**config.mk**
```make
export PLATFORM = sky130hd
export DESIGN_NAME = pti_top
export DESIGN_NICKNAME = d
export VERILOG_FILES = /design/src/pti_pkg.sv /design/src/pti_top.sv
export SDC_FILE = /design/constraint.sdc
export NUM_CORES = 1
export LEC_CHECK = 0
export BUFFER_PORTS_ARGS = -buffer_cell sky130_fd_sc_hd__buf_2
export CORE_MARGIN = 5
export CORE_UTILIZATION = 35
export CTS_BUF_LIST = sky130_fd_sc_hd__clkbuf_4
export CTS_CLUSTER_SIZE = 12
export DETAILED_ROUTE_END_ITERATION = 8
export HOLD_SLACK_MARGIN = 0.06
export PLACE_DENSITY = 0.52
export SETUP_SLACK_MARGIN = 0.15
export SKIP_LAST_GASP = 1
export SLEW_MARGIN = 10
export SYNTH_ARGS = -nofsm -noshare
export SYNTH_HDL_FRONTEND = slang
export SYNTH_SLANG_ARGS = --single-unit
export TNS_END_PERCENT = 1
```
**constraint.sdc**
```tcl
create_clock -name clk_in -period 5.95 [get_ports clk_in]
set_input_delay 0.2975 -clock clk_in [delete_from_list [all_inputs] [get_ports clk_in]]
set_output_delay 0.2975 -clock clk_in [all_outputs]
set_load 0.02 [all_outputs]
```
**src/pti_pkg.sv**
```systemverilog
// Package: register map, field layout, reset values and timing for the proximity interrupt
package pti_pkg;
   // Register indexes; byte address is four times the index
   localparam logic [7:0] IDX_CONF   = 8'h00;
   localparam logic [7:0] IDX_LOWER  = 8'h04;
   localparam logic [7:0] IDX_UPPER  = 8'h05;
   localparam logic [7:0] IDX_TIMING = 8'h06;
   localparam logic [7:0] IDX_IDLE   = 8'h07;
   localparam logic [7:0] IDX_DATA   = 8'hF8;
   localparam logic [7:0] IDX_FLAG   = 8'hF9;

   // Configuration field positions
   localparam int MODE_HI     = 15;
   localparam int MODE_LO     = 14;
   localparam int PERS_HI     = 13;
   localparam int PERS_LO     = 12;
   localparam int RAPID_BIT   = 11;
   localparam int SAT_EN_BIT  = 10;
   localparam int FIRST_EN_BIT = 9;
   localparam int SHUTDOWN_BIT = 0;

   // Event flag positions
   localparam int FIRST_FLAG_BIT = 11;
   localparam int SAT_FLAG_BIT   = 10;
   localparam int NEAR_FLAG_BIT  = 9;
   localparam int FAR_FLAG_BIT   = 8;

   // Interrupt modes
   typedef enum logic [1:0] {
      MODE_OFF   = 2'h0,
      MODE_LEVEL = 2'h1,
      MODE_FIRST = 2'h2,
      MODE_EACH  = 2'h3
   } pti_mode_t;

   // Values after reset
   localparam logic [1:0]  RST_MODE     = 2'h0;
   localparam logic [1:0]  RST_PERS     = 2'h0;
   localparam logic [15:0] RST_LOWER    = 16'h0000;
   localparam logic [15:0] RST_UPPER    = 16'hFFFF;
   localparam logic [7:0]  RST_AMBIENT  = 8'h10;
   localparam logic [7:0]  RST_PULSE    = 8'h08;
   localparam logic [15:0] RST_IDLE     = 16'h0064;

   // Timing
   localparam int CLK_PERIOD_NS = 50;
   localparam int US_NS         = 1000;
   localparam int US_CYC        = (US_NS + CLK_PERIOD_NS - 1) / CLK_PERIOD_NS;
   localparam int RAPID_GAP_US  = 1400;
   localparam logic [1:0] CONFIRM_MEAS = 2'h3;
endpackage

```
**src/pti_top.sv**
```systemverilog
// Proximity threshold interrupt: persistence filter, measurement pacing and Wishbone registers
`timescale 1ns/10ps
// Summary of operation
// - Three interrupt modes: level, first-high, each-event
// - Level mode: line low above upper limit
// - Level mode: line high below lower limit
// - Count equal to a limit never crosses
// - Level mode: near and far events alternate
// - Level mode: line itself shows near state
// - Flag modes: either crossing pulls line low
// - Flag modes: first event may be either
// - Crossings set near or far flag
// - Reading event flags clears near and far
// - First-high mode repeats same-kind events
// - Programmable consecutive crossings needed, all modes
// - Persistence above one with rapid confirm: three confirming measurements
// - Assert when consecutive count reaches setting
// - Period is idle plus ambient plus twice pulse
// - Rapid confirm: three measurements 1.4 ms apart
// - Rapid confirm honours persistence count too
// - Saturation reports a zero count
// - Saturation flag and interrupt when enabled
// - First result after shutdown release interrupts
// - Reading event flags clears first-result flag
// - Mode field bits 15:14, default off
// - Persistence field bits 13:12, default one
// - Flags at bits 11, 10, 9, 8
module pti_top
   import pti_pkg::*;
#(
   parameter int RAPID_GAP_US_P = RAPID_GAP_US,
   parameter int US_CYC_P       = US_CYC
) (
   input  wire logic        clk_in,           // 20 MHz clock
   input  wire logic        rst_n_in,         // Async reset, active low
   input  wire logic        wb_cyc_in,        // Wishbone cycle
   input  wire logic        wb_stb_in,        // Wishbone strobe
   input  wire logic        wb_we_in,         // Wishbone write enable
   input  wire logic [9:0]  wb_adr_in,        // Wishbone byte address
   input  wire logic [3:0]  wb_sel_in,        // Wishbone byte lanes
   input  wire logic [31:0] wb_dat_in,        // Wishbone write data
   output logic      [31:0] wb_dat_out,       // Wishbone read data
   output logic             wb_ack_out,       // Wishbone acknowledge
   input  wire logic [15:0] afe_count_in,     // Raw count of the front end
   input  wire logic        afe_saturated_in, // Photodiode saturated
   output logic             meas_done_out,    // Measurement completed pulse
   output logic      [15:0] count_result_out, // Latest count result
   output logic             irq_n_out         // Interrupt line, active low
);

   typedef enum logic {SEQ_OFF, SEQ_RUN} pti_seq_t;

   typedef struct packed {
      pti_seq_t    seq;
      logic [15:0] us_div;
      logic [17:0] tick_cnt;
      logic [1:0]  rapid_left;
      logic        near_state;
      logic [2:0]  hi_cnt;
      logic [2:0]  lo_cnt;
      logic        sat_prev;
      logic        first_pending;
      logic [1:0]  irq_mode_select;
      logic [1:0]  crossing_count_setting;
      logic        rapid_confirm_enable;
      logic        saturation_irq_enable;
      logic        first_result_irq_enable;
      logic        sensor_shutdown;
      logic [15:0] lower_limit;
      logic [15:0] upper_limit;
      logic [7:0]  ambient_sample_phase;
      logic [7:0]  pulse_integration_time;
      logic [15:0] idle_interval;
      logic [15:0] count_result;
      logic        first_result_flag;
      logic        saturation_flag;
      logic        near_crossing_flag;
      logic        far_crossing_flag;
      logic        ack;
      logic [31:0] dat;
      logic        done;
      logic        irq_n;
   } pti_state_t;

   pti_state_t s;
   pti_state_t n;

   localparam logic [15:0] US_DIV_MAX = 16'(US_CYC_P - 1);
   localparam logic [17:0] RAPID_GAP  = 18'(RAPID_GAP_US_P);

   // Byte-lane merge of a 16-bit register
   function automatic logic [15:0] merge16(input logic [15:0] old,
                                           input logic [31:0] wd,
                                           input logic [3:0]  sel);
      logic [15:0] r;
      r = old;
      if (sel[0]) begin
         r[7:0] = wd[7:0];
      end
      if (sel[1]) begin
         r[15:8] = wd[15:8];
      end
      return r;
   endfunction

   logic        req;
   logic        us_tick;
   logic [17:0] active_us;
   logic [17:0] period_us;
   logic [15:0] cnt;
   logic        hi;
   logic        lo;
   logic [2:0]  need;
   logic [2:0]  hi_inc;
   logic [2:0]  lo_inc;
   logic        hi_ev;
   logic        lo_ev;
   logic [15:0] wr_val;
   logic [7:0]  idx;
   logic        thr_pend;
   logic [15:0] conf_rd;
   logic [15:0] flag_rd;

   // Next-state logic for the whole block
   always_comb begin
      n = s;
      n.ack = 1'b0;
      n.done = 1'b0;
      idx = wb_adr_in[9:2];
      req = wb_cyc_in && wb_stb_in && !s.ack;
      us_tick = (s.us_div == US_DIV_MAX);
      n.us_div = us_tick ? 16'h0000 : s.us_div + 16'h0001;
      active_us = 18'(s.ambient_sample_phase) + 18'({s.pulse_integration_time, 1'b0});
      period_us = (s.rapid_left != 2'h0) ? RAPID_GAP + active_us
                                         : 18'(s.idle_interval) + active_us;
      cnt = afe_saturated_in ? 16'h0000 : afe_count_in;
      hi = (cnt > s.upper_limit);
      lo = (cnt < s.lower_limit);
      need = {1'b0, s.crossing_count_setting} + 3'h1;
      hi_inc = s.hi_cnt + 3'h1;
      lo_inc = s.lo_cnt + 3'h1;
      hi_ev = 1'b0;
      lo_ev = 1'b0;
      conf_rd = {s.irq_mode_select, s.crossing_count_setting, s.rapid_confirm_enable,
                 s.saturation_irq_enable, s.first_result_irq_enable, 8'h00,
                 s.sensor_shutdown};
      flag_rd = 16'h0000;
      flag_rd[FIRST_FLAG_BIT] = s.first_result_flag;
      flag_rd[SAT_FLAG_BIT] = s.saturation_flag;
      flag_rd[NEAR_FLAG_BIT] = s.near_crossing_flag;
      flag_rd[FAR_FLAG_BIT] = s.far_crossing_flag;
      wr_val = 16'h0000;

      // Register access; clears come first so a same-cycle event wins
      if (req) begin
         n.ack = 1'b1;
         n.dat = 32'h0000_0000;
         if (wb_we_in) begin
            unique case (idx)
               IDX_CONF: begin
                  wr_val = merge16(conf_rd, wb_dat_in, wb_sel_in);
                  n.irq_mode_select = wr_val[MODE_HI:MODE_LO];
                  n.crossing_count_setting = wr_val[PERS_HI:PERS_LO];
                  n.rapid_confirm_enable = wr_val[RAPID_BIT];
                  n.saturation_irq_enable = wr_val[SAT_EN_BIT];
                  n.first_result_irq_enable = wr_val[FIRST_EN_BIT];
                  n.sensor_shutdown = wr_val[SHUTDOWN_BIT];
               end
               IDX_LOWER: n.lower_limit = merge16(s.lower_limit, wb_dat_in, wb_sel_in);
               IDX_UPPER: n.upper_limit = merge16(s.upper_limit, wb_dat_in, wb_sel_in);
               IDX_TIMING: begin
                  wr_val = merge16({s.pulse_integration_time, s.ambient_sample_phase},
                                   wb_dat_in, wb_sel_in);
                  n.ambient_sample_phase = wr_val[7:0];
                  n.pulse_integration_time = wr_val[15:8];
               end
               IDX_IDLE: n.idle_interval = merge16(s.idle_interval, wb_dat_in, wb_sel_in);
               default: ;
            endcase
         end else begin
            unique case (idx)
               IDX_CONF:   n.dat = {16'h0000, conf_rd};
               IDX_LOWER:  n.dat = {16'h0000, s.lower_limit};
               IDX_UPPER:  n.dat = {16'h0000, s.upper_limit};
               IDX_TIMING: n.dat = {16'h0000, s.pulse_integration_time, s.ambient_sample_phase};
               IDX_IDLE:   n.dat = {16'h0000, s.idle_interval};
               IDX_DATA:   n.dat = {16'h0000, s.count_result};
               IDX_FLAG: begin
                  n.dat = {16'h0000, flag_rd};
                  n.near_crossing_flag = 1'b0;
                  n.far_crossing_flag = 1'b0;
                  n.first_result_flag = 1'b0;
                  n.saturation_flag = 1'b0;
               end
               default: n.dat = 32'h0000_0000;
            endcase
         end
      end

      // Measurement pacing on microsecond ticks
      unique case (s.seq)
         SEQ_OFF: begin
            if (!s.sensor_shutdown) begin
               n.seq = SEQ_RUN;
               n.tick_cnt = 18'h00000;
               n.first_pending = 1'b1;
            end
         end
         SEQ_RUN: begin
            if (s.sensor_shutdown) begin
               // Shutdown drops all filter state so restart is clean
               n.seq = SEQ_OFF;
               n.rapid_left = 2'h0;
               n.hi_cnt = 3'h0;
               n.lo_cnt = 3'h0;
               n.near_state = 1'b0;
               n.first_pending = 1'b0;
            end else if (us_tick) begin
               if (s.tick_cnt + 18'h00001 >= period_us) begin
                  n.tick_cnt = 18'h00000;
                  n.done = 1'b1;
               end else begin
                  n.tick_cnt = s.tick_cnt + 18'h00001;
               end
            end
         end
      endcase

      // Evaluation of each completed measurement
      if (n.done) begin
         n.count_result = cnt;
         n.sat_prev = afe_saturated_in;
         if (s.rapid_left != 2'h0) begin
            n.rapid_left = s.rapid_left - 2'h1;
         end
         // Start of a crossing run opens the confirming window
         if ((hi || lo) && s.hi_cnt == 3'h0 && s.lo_cnt == 3'h0 &&
             s.crossing_count_setting != 2'h0 && s.rapid_confirm_enable) begin
            n.rapid_left = CONFIRM_MEAS;
         end
         // Consecutive counters; a non-crossing measurement restarts them
         n.hi_cnt = hi ? ((s.hi_cnt >= need) ? need : hi_inc) : 3'h0;
         n.lo_cnt = lo ? ((s.lo_cnt >= need) ? need : lo_inc) : 3'h0;
         hi_ev = hi && (hi_inc == need);
         lo_ev = lo && (lo_inc == need);
         unique case (pti_mode_t'(s.irq_mode_select))
            MODE_OFF: begin
               hi_ev = 1'b0;
               lo_ev = 1'b0;
               n.near_state = 1'b0;
            end
            MODE_LEVEL: begin
               hi_ev = hi_ev && !s.near_state;
               lo_ev = lo_ev && s.near_state;
               if (hi_ev) begin
                  n.near_state = 1'b1;
               end
               if (lo_ev) begin
                  n.near_state = 1'b0;
               end
            end
            MODE_FIRST: begin
               // Restarting the run lets the same kind fire again
               if (hi_ev) begin
                  n.hi_cnt = 3'h0;
               end
               if (lo_ev) begin
                  n.lo_cnt = 3'h0;
               end
            end
            MODE_EACH: ;
         endcase
         // Either direction may come first in the flag modes
         if (hi_ev) begin
            n.near_crossing_flag = 1'b1;
         end
         if (lo_ev) begin
            n.far_crossing_flag = 1'b1;
         end
         if (afe_saturated_in && !s.sat_prev && s.saturation_irq_enable) begin
            n.saturation_flag = 1'b1;
         end
         if (s.first_pending) begin
            n.first_pending = 1'b0;
            if (s.first_result_irq_enable) begin
               n.first_result_flag = 1'b1;
            end
         end
      end

      // Interrupt line from the settled next state
      if (pti_mode_t'(n.irq_mode_select) == MODE_LEVEL) begin
         thr_pend = n.near_state;
      end else if (pti_mode_t'(n.irq_mode_select) == MODE_OFF) begin
         thr_pend = 1'b0;
      end else begin
         thr_pend = n.near_crossing_flag || n.far_crossing_flag;
      end
      n.irq_n = !(thr_pend || (n.saturation_flag && n.saturation_irq_enable) ||
                  (n.first_result_flag && n.first_result_irq_enable));
   end

   // State register
   always_ff @(posedge clk_in or negedge rst_n_in) begin
      if (!rst_n_in) begin
         s <= '0;
         s.seq <= SEQ_OFF;
         s.irq_mode_select <= RST_MODE;
         s.crossing_count_setting <= RST_PERS;
         s.sensor_shutdown <= 1'b1;
         s.lower_limit <= RST_LOWER;
         s.upper_limit <= RST_UPPER;
         s.ambient_sample_phase <= RST_AMBIENT;
         s.pulse_integration_time <= RST_PULSE;
         s.idle_interval <= RST_IDLE;
         s.irq_n <= 1'b1;
      end else begin
         s <= n;
      end
   end

   // Outputs straight from the state register
   assign wb_dat_out = s.dat;
   assign wb_ack_out = s.ack;
   assign meas_done_out = s.done;
   assign count_result_out = s.count_result;
   assign irq_n_out = s.irq_n;

endmodule

```
[Word level (Yosys, flattened, before mapping)]
Cells that the tools add are included.
Word-level totals
  register bits: 173
  input port bits: 68
  output and inout bits: 51
  word-level logic and storage cells: 171
Operators by class
  add/sub/neg operators: 9
  $lt $le $gt $ge: 5
  equal/unequal tests: 15
  multiplexer cells: 66
  bitwise logic cells: 1
  reduce and logical (&&, ||, !) cells: 43
Operator list (count)
  $mux 72: 2
  $mux 16: 7
  $pmux 16 s7: 1
  $mux 8: 10
  $mux 18: 4
  $reduce_and 4->1: 10
  $mux 37: 1
  $pmux 18 s2: 1
  $eq 8x3->1 const B: 4
  $mux 1: 20
  $add 18x1->18 const B: 1
  $ge 18x17->1: 1
  $mux 3: 6
  $mux 9: 2
  $add 16x10->17: 1
  $mux 17: 1
  $add 16x1->16 const B: 1
  $eq 16x5->1 const B: 1
  $eq 8x8->1 const B: 2
  $gt 16x16->1: 1
  $lt 16x16->1: 1
  $logic_and 1x1->1: 14
  $add 11x10->12 const A: 1
  $mux 4: 3
  other kinds (23): 43

[Depth between registers and ports, before layout]
Gate-level depths: netlist of run 1.
  depth after elaboration: 17
  mapped depth: 27
  gate-level depth less buffers: 26

[Worst setup path before layout of run 1]
Ideal clock, no wire load.
  path kind: register to register
  start: reg s[71] (netlist bit)
  end: reg s, in the netlist count_result_out[10]
  library setup time: 0.128 ns
  arrival: 4.916 ns
  required time: 5.822 ns
  path slack: 0.906 ns
  cell stages (with the launch flop): 25
  buffers on the path: 2
  clock period less this slack: 5.044 ns
  cells stage by stage: dfrtp_1 -> ha_1 -> fa_1 -> a21o_1 -> a21oi_1 -> o21ai_0 -> a21oi_1 -> xor2_1 -> inv_1 -> ha_1 -> nand3_1 -> a2111oi_0 -> o31ai_1 -> xnor2_1 -> a22oi_1 -> ha_1 -> a21o_1 -> a21oi_1 -> o21a_1 -> a2bb2oi_1 -> a21o_1 -> buf_6 -> inv_2 -> buf_2 -> mux2_1
RTL lines
  start: declaration: line pti_top.sv:85  | pti_state_t s;
  start signal: assignment: line pti_top.sv:318  | s <= n;

==> metrics.txt, run 1 <==
power consumption ~2.1 mW; Post-Syn Instances between 1k and 1.5k; worst hold slack 0.131 ns; clk buf depth 2; drt wl/cell around 17 µm; GP Congestion between 0.8 and 0.9; fill cell count a little under 3k; min cycle time layout roughly 5.5 ns; worst stage delay on the critical path 0.46 ns; First-pass DRT Iterations 5; ratio of cells with drive above 1 in the final layout 0.227; Hold Crit Class in -> reg; Site Rows 62; status finished, final reports clean; Switching Fraction 0.285; CP bufs+invs 2; Worst Setup End Kind flop; Worst path slowest cell dfrtp_1; Reg power frac 0.536; via count approximately 8k; Max-slew headroom 0.325; required time of the critical path between 6 and 7 ns; Final Hold Fails 0; most common library cell in the layout ignoring fill and taps dfrtp_1; Residual DRC 0; max cap viols 0; period utilisation layout 0.920; die footprint roughly 33000 µm²; first-pass GRT wire length about 43 mm; initial drt markers just under 400; Cell Pwr Density 181 nW/µm²; Clk Latency, worst-skew pair approximately 0.60 ns; grt ovf 0; initial core utilization 0.356; Syn. warnings 0; DRT Wirelength 26.4 mm; CTS tree yes; critical path type reg -> reg; clock skew 0.0414 ns; unrepaired setup endpoints after global routing false; setup TNS 0 ns; P&R area growth vs syn 10.5%; Die H ~180 µm; EDFF count, synth 0; Max VDD drop ~0.00010 V; Int Pwr 1.47 mW; Avg Cell Area, Syn 9.79 µm²; startpoint types flop; Worst Tran Pin Value slightly above 1 ns; delay-heaviest family, CP compound AO/OA/AOI/OAI gates; I/O pins approximately 120; commonest cells after routing, fill and taps aside 134 x dfrtp_1, 100 x nand2_1, 90 x o21ai_0, 81 x buf_2, 79 x ha_1; pin count of the biggest net entering global routing 106; Clk pwr share 0.350; Setup-failing EPs final 0; synth unique cells 77; vias per cell around 5.2; P_sw 584 µW; Port Buffers between 80 and 90; CORE AREA 28900 µm²; Synth Flop Type dfrtp_1; fraction of registers with async set/reset 1.00; combinational share of power 0.115; vias in the first global route about 7.8k; Arr. time, crit path around 6.0 ns; FF+latch count, synth about 160; Clock Sinks approximately 160; Seq/Total Area, Yosys 0.385; clock-pin slew on the worst setup and hold paths 0.14 ns; Routed Antenna Nets 0; detailed placement HPWL ~20 mm; Non-Filler Instances 1512; total leakage power 5.47 nW; Overall Global Routing Usage 0.164; f_max around 180 MHz; Num CTS Buffers 17; chip width 181 µm; Final Net Count about 1.3k; antenna violations before repair 1; Clk Tree Root Cell clkbuf_4; synthesized cell area about 10000 µm²; Slew Viols, Final 0; maximum fanout along the worst path 11; Cell Chain, Critical Path ha_1, fa_2, a21o_1, a21oi_2, o21ai_0, a21oi_2, nor2b_1, o21a_1, ha_2, nand3_1, a2111oi_2, buf_4, o31ai_1, xnor2_1, a22oi_1, ha_1, nand3_1, o21a_1, a2bb2oi_2, a21o_1, buf_4, or3_4, o41ai_4, a221oi_2; H-tree depth 4; Placed Cells roughly 1.5k
worst paths after layout:
check                             startpoint                              end  slack (ns)  depth (start not counted)
setup / recovery           s[71]$_DFFE_PN0P_              irq_n_out$_DFF_PN1_        0.48                         24
hold / removal               afe_count_in[0]  count_result_out[0]$_DFFE_PN0N_        0.13                          3
hold reg to reg             s[171]$_DFF_PN0_                 s[171]$_DFF_PN0_        0.49                          1
setup reg to reg           s[71]$_DFFE_PN0P_              irq_n_out$_DFF_PN1_        0.48                         24
min in group asynchronous           rst_n_in                s[63]$_DFFE_PN0P_        0.40                          2
max in group asynchronous           rst_n_in                s[69]$_DFFE_PN0P_        4.25                          3
layer usage:
layer  up-vias  routed length [µm]  track usage
met2       128               11900        0.256
li1       3805                   -            -
met5         -                   0            0
met4         0                 278       0.0363
met1      3850               13300        0.242
met3        18                 873       0.0262
metrics by stage:
| step | cell area, µm² | utilization | setup WS (ns) |
|---|---|---|---|
| detailed placement | 10800 | 0.374 | 0.315 |
| finish | 11400 | 0.393 | 0.476 |
| global placement | 10800 | 0.374 | 0.316 |
| floorplan | 10300 | - | 0.906 |
| global route | 11400 | 0.393 | 0.150 |
| CTS | 11300 | 0.391 | 0.271 |
power groups by stage:
stage | Combinational [mW] | Clock, mW | Sequential, mW
after floorplan | 0.147 | 0 | 1.11
after global placement | 0.224 | 0 | 1.12
after detailed placement | 0.228 | 0 | 1.12
after CTS | 0.238 | 0.744 | 1.10
after global routing | 0.269 | 0.784 | 1.10
final | 0.235 | 0.717 | 1.10
final cells by class:
cell class              count  area [µm²]  share of cell area
repair buffers            108         654              0.0576
inverters                  62         233              0.0205
clock inverters            14         166              0.0147
diodes                      1        2.50            0.000220
well taps                 384         480              0.0423
flip-flops and latches    157        3960               0.349
clock buffers              18         135              0.0119
multi-input cells         768        5730               0.504
logic make-up after synthesis:
| kind of cell | share of synthesized area |
|---|---|
| mux | 0.105 |
| other cells | 0.000365 |
| compound gates | 0.144 |
| flops | 0.385 |
| simple gates | 0.144 |
| fa+ha+maj | 0.102 |
| buf+inv | 0.0712 |
| xor+xnor | 0.0486 |
flip-flops by register name, summed over array words and instances, names as in the netlist:
name,count
wb_ack_out,1
flag_rd,4
irq_n_out,1
wb_dat_out,16
conf_rd,8
s,110
meas_done_out,1
count_result_out,16
synth_stat cells, types with 10 or more instances:
cell	instances	area, µm²
a21o_1	13	97.6
a21oi_1	43	215
a221oi_1	10	87.6
and3_1	11	68.8
buf_4	49	368
clkbuf_1	21	78.8
dfrtp_1	134	3350
dfstp_2	23	604
ha_1	81	1010
inv_1	59	221
mux2_1	15	169
mux2_2	72	811
nand2_1	100	375
nand2b_1	11	68.8
nand3_1	28	140
nand4_1	12	75.1
nor2_1	54	203
nor2b_1	28	175
o21ai_0	91	455
xnor2_1	34	298
xor2_1	23	201
tightest hold or removal path, stage by stage:
cell      delay (ns)
buf_2           0.11
nand2b_1        0.17
o21ai_0         0.12
repair_timing:
item | CTS | global route
buffers inserted | 0 | 0
hold endpoints to repair | 157 | 0
gates resized for setup | 0 | 17
endpoints found under the setup margin | 0 | 46
hold buffers | 17 | 0
Power figures use the tool's default switching activity.
==> inputs of run 2 (changes only) <==
==> constraint.sdc (replaced) <==
create_clock -name clk_in -period 5.95 [get_ports clk_in]
set_input_delay 0.595 -clock clk_in [delete_from_list [all_inputs] [get_ports clk_in]]
set_output_delay 0.595 -clock clk_in [all_outputs]
set_load 0.02 [all_outputs]
==> metrics.txt, run 2 (same netlist as run 1, synthesis figures left out) <==
grt ovf 0 (unchanged); vias in the first global route 7610 (was 7816); R2R depth 25 (was 24); Arr. time, crit path 5.95 ns (was 6.00 ns); storage element area 3960 µm² (unchanged); via count 7752 (was 7801); DRT Wirelength 26.1 mm (was 26.4 mm); Site Rows 62 (unchanged); commonest cells after routing, fill and taps aside 134 x dfrtp_1, 100 x nand2_1, 90 x o21ai_0, 81 x buf_2, 78 x ha_1 (was 134 x dfrtp_1, 100 x nand2_1, 90 x o21ai_0, 81 x buf_2, 79 x ha_1); max reg flops 110 (unchanged); multi-input logic area 5720 µm² (was 5730 µm²); P&R area growth vs syn 8.33% (was 10.5%); worst stage delay on the critical path 0.47 ns (was 0.46 ns); ratio of cells with drive above 1 in the final layout 0.228 (was 0.227); antenna violations before repair 1 (unchanged); drt wl/cell 17.5 µm (was 17.4 µm); Max-slew headroom 0.345 (was 0.325); required time of the critical path 6.47 ns (about the same); Max VDD drop 0.000135 V (was 0.0000997 V); clk buf depth 2 (unchanged); CTS hold repair buffers 0 (was 17); final core occ 0.386 (was 0.393); fill cell count 2974 (was 2939); unrepaired setup endpoints after global routing false (unchanged); Setup-failing EPs final 0 (unchanged); Resized Gates After CTS 0 (unchanged); GP Congestion 0.812 (was 0.852); f_max 184 MHz (was 183 MHz); CTS tree yes (unchanged); Port Buffers 82 (unchanged); H-tree depth 4 (unchanged); Die H 181 µm (unchanged); Worst Setup End Kind flop (unchanged); pin count of the biggest net entering global routing 100 (was 106); die footprint 32900 µm² (unchanged); Residual DRC 0 (unchanged); Routed Antenna Nets 0 (unchanged); critical path type reg -> reg (unchanged); chip width 181 µm (unchanged); Cell Pwr Density 175 nW/µm² (was 181 nW/µm²); initial drt markers 541 (was 387); Overall Global Routing Usage 0.159 (was 0.164); clock skew 0.0259 ns (was 0.0414 ns); postcts setup bufs 0 (unchanged); max cap viols 0 (unchanged); Final Hold Fails 0 (unchanged); status finished, final reports clean (unchanged); Final Net Count 1248 (was 1265); setup TNS 0 ns (unchanged); total leakage power 5.37 nW (was 5.47 nW); vias per cell 5.19 (was 5.16); First-pass DRT Iterations 5 (unchanged); first-pass GRT wire length 42.2 mm (was 43.4 mm); clock-pin slew on the worst setup and hold paths 0.15 ns (was 0.14 ns); Worst Tran Pin Value 0.979 ns (was 1.01 ns); Num CTS Buffers 17 (unchanged); Hold Crit Class in -> async (was in -> reg); Reg2Reg Setup Slack 0.52 ns (was 0.48 ns); Clock Sinks 157 (unchanged); most common library cell in the layout ignoring fill and taps dfrtp_1 (unchanged); maximum fanout along the worst path 11 (unchanged); startpoint types flop (unchanged); detailed placement HPWL 19.7 mm (was 19.8 mm); Reg with most FFs s (unchanged); min cycle time layout 5.43 ns (was 5.47 ns); period utilisation layout 0.913 (was 0.920); Clk Latency, worst-skew pair 0.59 ns (was 0.60 ns); I/O pins 119 (unchanged); Clk Tree Root Cell clkbuf_4 (unchanged); Worst path slowest cell dfrtp_1 (unchanged); Slew Viols, Final 0 (unchanged); CORE AREA 28900 µm² (unchanged); initial core utilization 0.356 (unchanged)
run 2: final cells by class:
type                            count  share of cell area
Multi-Input combinational cell    768               0.514
Sequential cell                   157               0.355
Timing Repair Buffer               91              0.0438
Tap cell                          384              0.0432
Inverter                           62              0.0209
Clock buffer                       17              0.0115
Clock inverter                     15              0.0109
Antenna cell                        1            0.000225
run 2: routing by layer:
metal,part of all wire,track usage
met3,0.046,0.0324
met1,0.49,0.234
met4,0.011,0.0360
met2,0.45,0.243
met5,0,0
run 2: critical path: cells and delay by family, from the launching register on:
family,cells,cell delay (ns)
AO/OA/AOI/OAI,12,2.39
adder cells (fa/ha/maj),4,1.16
AND/OR/NAND/NOR,5,0.75
flip-flops,1,0.47
XOR/XNOR,2,0.33
buffers and inverters,2,0.27
run 2: path summary, 6_finish.rpt:
kind,start,end
worst min-delay path,rst_n_in,count_result_out[3]$_DFFE_PN0N_
max in group asynchronous,rst_n_in,s[154]$_DFFE_PN0P_
min in group clk_in,wb_dat_in[1],s[88]$_DFFE_PN1P_
worst max register to register,s[71]$_DFFE_PN0P_,irq_n_out$_DFF_PN1_
worst min register to register,wb_dat_out[10]$_DFFE_PN0P_,wb_dat_out[10]$_DFFE_PN0P_
worst max-delay path,s[71]$_DFFE_PN0P_,irq_n_out$_DFF_PN1_
run 2: where the power goes:
| group | switching (mW) | internal [mW] | total [mW] |
|---|---|---|---|
| sequential | 0.0162 | 1.08 | 1.10 |
| combinational | 0.145 | 0.0811 | 0.226 |
| clock | 0.424 | 0.204 | 0.628 |
| total | 0.586 | 1.37 | 1.95 |
run 2: per-stage QoR:
stage	power [mW]	cells	hold WS, ns	instance area [µm²]	worst slack [ns]
after floorplan	1.26	1065	0.299	10300	0.906
after global placement	1.34	1462	0.464	10800	0.303
after detailed placement	1.34	1462	0.466	10800	0.284
after CTS	1.98	1494	0.112	11100	0.235
after global routing	2.06	1495	0.138	11100	0.123
final	1.95	1495	0.0958	11100	0.519
==> inputs of run 3 (changes only) <==
CTS_BUF_LIST = sky130_fd_sc_hd__clkbuf_16   (was sky130_fd_sc_hd__clkbuf_4)
PLACE_DENSITY = 0.48   (was 0.52)
==> metrics.txt, run 3 (same netlist as run 1, synthesis figures left out) <==
grt ovf 0 (unchanged); Hold Crit Class in -> reg (was in -> async); max cap viols 0 (unchanged); status finished, final reports clean (unchanged); CORE AREA 28900 µm² (unchanged); WL met2 12.4 mm (was 11.7 mm); f_max 186 MHz (was 184 MHz); Clock Sinks 157 (unchanged); unrepaired setup endpoints after global routing false (unchanged); Clk Latency, worst-skew pair 0.44 ns (was 0.59 ns); drt wl/cell 18.2 µm (was 17.5 µm); first-pass GRT wire length 43.8 mm (was 42.2 mm); P&R area growth vs syn 12.1% (was 8.33%); vias per cell 5.14 (was 5.19); Residual DRC 0 (unchanged); Max VDD drop 0.000210 V (was 0.000135 V); Reg with most FFs s (unchanged); Num CTS Buffers 17 (unchanged); period utilisation layout 0.906 (was 0.913); CTS tree yes (unchanged); die footprint 32900 µm² (unchanged); R2R depth 26 (was 25); Slew Viols, Final 0 (unchanged); Overall Global Routing Usage 0.167 (was 0.159); Worst Tran Pin Value 1.08 ns (was 0.979 ns); CP Capture Point irq_n_out$_DFF_PN1_ (unchanged); maximum fanout along the worst path 7 (was 11); Crit. Startpoint s[71]$_DFFE_PN0P_ (unchanged); GP Congestion 0.815 (was 0.812); startpoint types flop (unchanged); Die H 181 µm (unchanged); max reg flops 110 (unchanged); top routing layer used met4 (unchanged); antenna violations before repair 0 (was 1); initial drt markers 476 (was 541); pin count of the biggest net entering global routing 78 (was 100); clock skew 0.0132 ns (was 0.0259 ns); total leakage power 5.57 nW (was 5.37 nW); critical path type reg -> reg (unchanged); r2r startpoint s[71]$_DFFE_PN0P_ (unchanged); Final Hold Fails 0 (unchanged); fill cell count 2923 (was 2974); Cell Pwr Density 213 nW/µm² (was 175 nW/µm²); I/O pins 119 (unchanged); final core occ 0.399 (was 0.386); Final Net Count 1254 (was 1248); Setup-failing EPs final 0 (unchanged); DRT Wirelength 27.3 mm (was 26.1 mm); Arr. time, crit path 5.73 ns (was 5.95 ns); clock-pin slew on the worst setup and hold paths 0.07 ns (was 0.15 ns); clk buf depth 2 (unchanged); most common library cell in the layout ignoring fill and taps dfrtp_1 (unchanged); power consumption 2.46 mW (was 1.95 mW); FF-to-FF End irq_n_out$_DFF_PN1_ (unchanged); Routed Antenna Nets 0 (unchanged); Worst Setup End Kind flop (unchanged); Site Rows 62 (unchanged); met3 WL post-DR 877 µm (was 1.19 mm); via count 7708 (was 7752); chip width 181 µm (unchanged); initial core utilization 0.356 (unchanged); First-pass DRT Iterations 5 (unchanged); Clk Tree Root Cell clkbuf_16 (was clkbuf_4); Max-slew headroom 0.279 (was 0.345); commonest cells after routing, fill and taps aside 134 x dfrtp_1, 100 x nand2_1, 90 x o21ai_0, 81 x buf_2, 79 x ha_1 (was 134 x dfrtp_1, 100 x nand2_1, 90 x o21ai_0, 81 x buf_2, 78 x ha_1); min cycle time layout 5.39 ns (was 5.43 ns); Port Buffers 82 (unchanged); Met1 Wirelength 13.7 mm (was 12.9 mm); detailed placement HPWL 20.7 mm (was 19.7 mm); vias in the first global route 7746 (was 7610); H-tree depth 4 (unchanged); ratio of cells with drive above 1 in the final layout 0.232 (was 0.228); setup TNS 0 ns (unchanged); Reg2Reg Setup Slack 0.56 ns (was 0.52 ns); required time of the critical path 6.29 ns (was 6.47 ns); antenna diode count 0 (was 1)
[run 3: how the worst min path moves through the flow]
stage                                           from                         end  cells past startpoint
after floorplan                             rst_n_in       conf_rd[10]$_DFF_PN0_                      0
after global placement    wb_dat_out[11]$_DFFE_PN0P_  wb_dat_out[11]$_DFFE_PN0P_                      2
after detailed placement   wb_dat_out[9]$_DFFE_PN0P_   wb_dat_out[9]$_DFFE_PN0P_                      2
after CTS                               wb_dat_in[1]           s[88]$_DFFE_PN1P_                      3
after global routing                    wb_dat_in[3]           s[90]$_DFFE_PN1P_                      3
final                                   wb_dat_in[1]           s[88]$_DFFE_PN1P_                      3
[run 3: repair_timing]
action / in CTS / in global routing
hold buffers: 1 / 0
setup buffers: 0 / 3
resized for setup: 0 / 15
endpoints found under the hold margin: 10 / 0
endpoints found under the setup margin: 0 / 49
[run 3: cell type report]
type | count | area, µm² | area share
clock buffers | 17 | 425 | 0.0369
well taps | 384 | 480 | 0.0417
clock inverters | 15 | 173 | 0.0150
inverters | 62 | 233 | 0.0202
flip-flops and latches | 157 | 3960 | 0.344
repair buffers | 97 | 544 | 0.0473
multi-input cells | 768 | 5700 | 0.495
[run 3: metal layers]
metal	vias up	global-route usage
met2	121	0.256
met5	-	0
met1	3785	0.247
met3	24	0.0312
li1	3778	-
met4	0	0.0390
[run 3: critical path, cell delays in order, from the launching register on]
cell and delay, ns:
dfrtp_1 0.43, ha_1 0.25, fa_2 0.36, a21o_1 0.20, a21oi_2 0.16, o21ai_0 0.12, a21oi_2 0.18, xor2_1 0.20
inv_1 0.11, ha_1 0.30, a21oi_2 0.18, nand2_1 0.08, o211ai_1 0.29, buf_4 0.17, nand2b_1 0.05, a211oi_1 0.23
o21ai_0 0.09, o21ai_0 0.10, ha_1 0.15, nand3_1 0.10, o21a_1 0.21, a2bb2oi_1 0.15, a21o_2 0.28, buf_4 0.19
or4_1 0.54, nand3b_1 0.12, a221oi_2 0.06
[run 3: where the power goes]
group	switching [mW]	internal [mW]	total, mW
Clock	0.469	0.659	1.13
Combinational	0.148	0.0820	0.230
Sequential	0.0160	1.08	1.10
[run 3: through the flow]
stage	worst slack, ns	hold WS (ns)	cells	instance area (µm²)
after floorplan	0.906	0.299	1065	10300
after global routing	0.159	0.410	1500	11500
after global placement	0.173	0.463	1464	10800
final	0.562	0.413	1500	11500
after CTS	0.181	0.399	1497	11400
after detailed placement	0.249	0.467	1464	10800
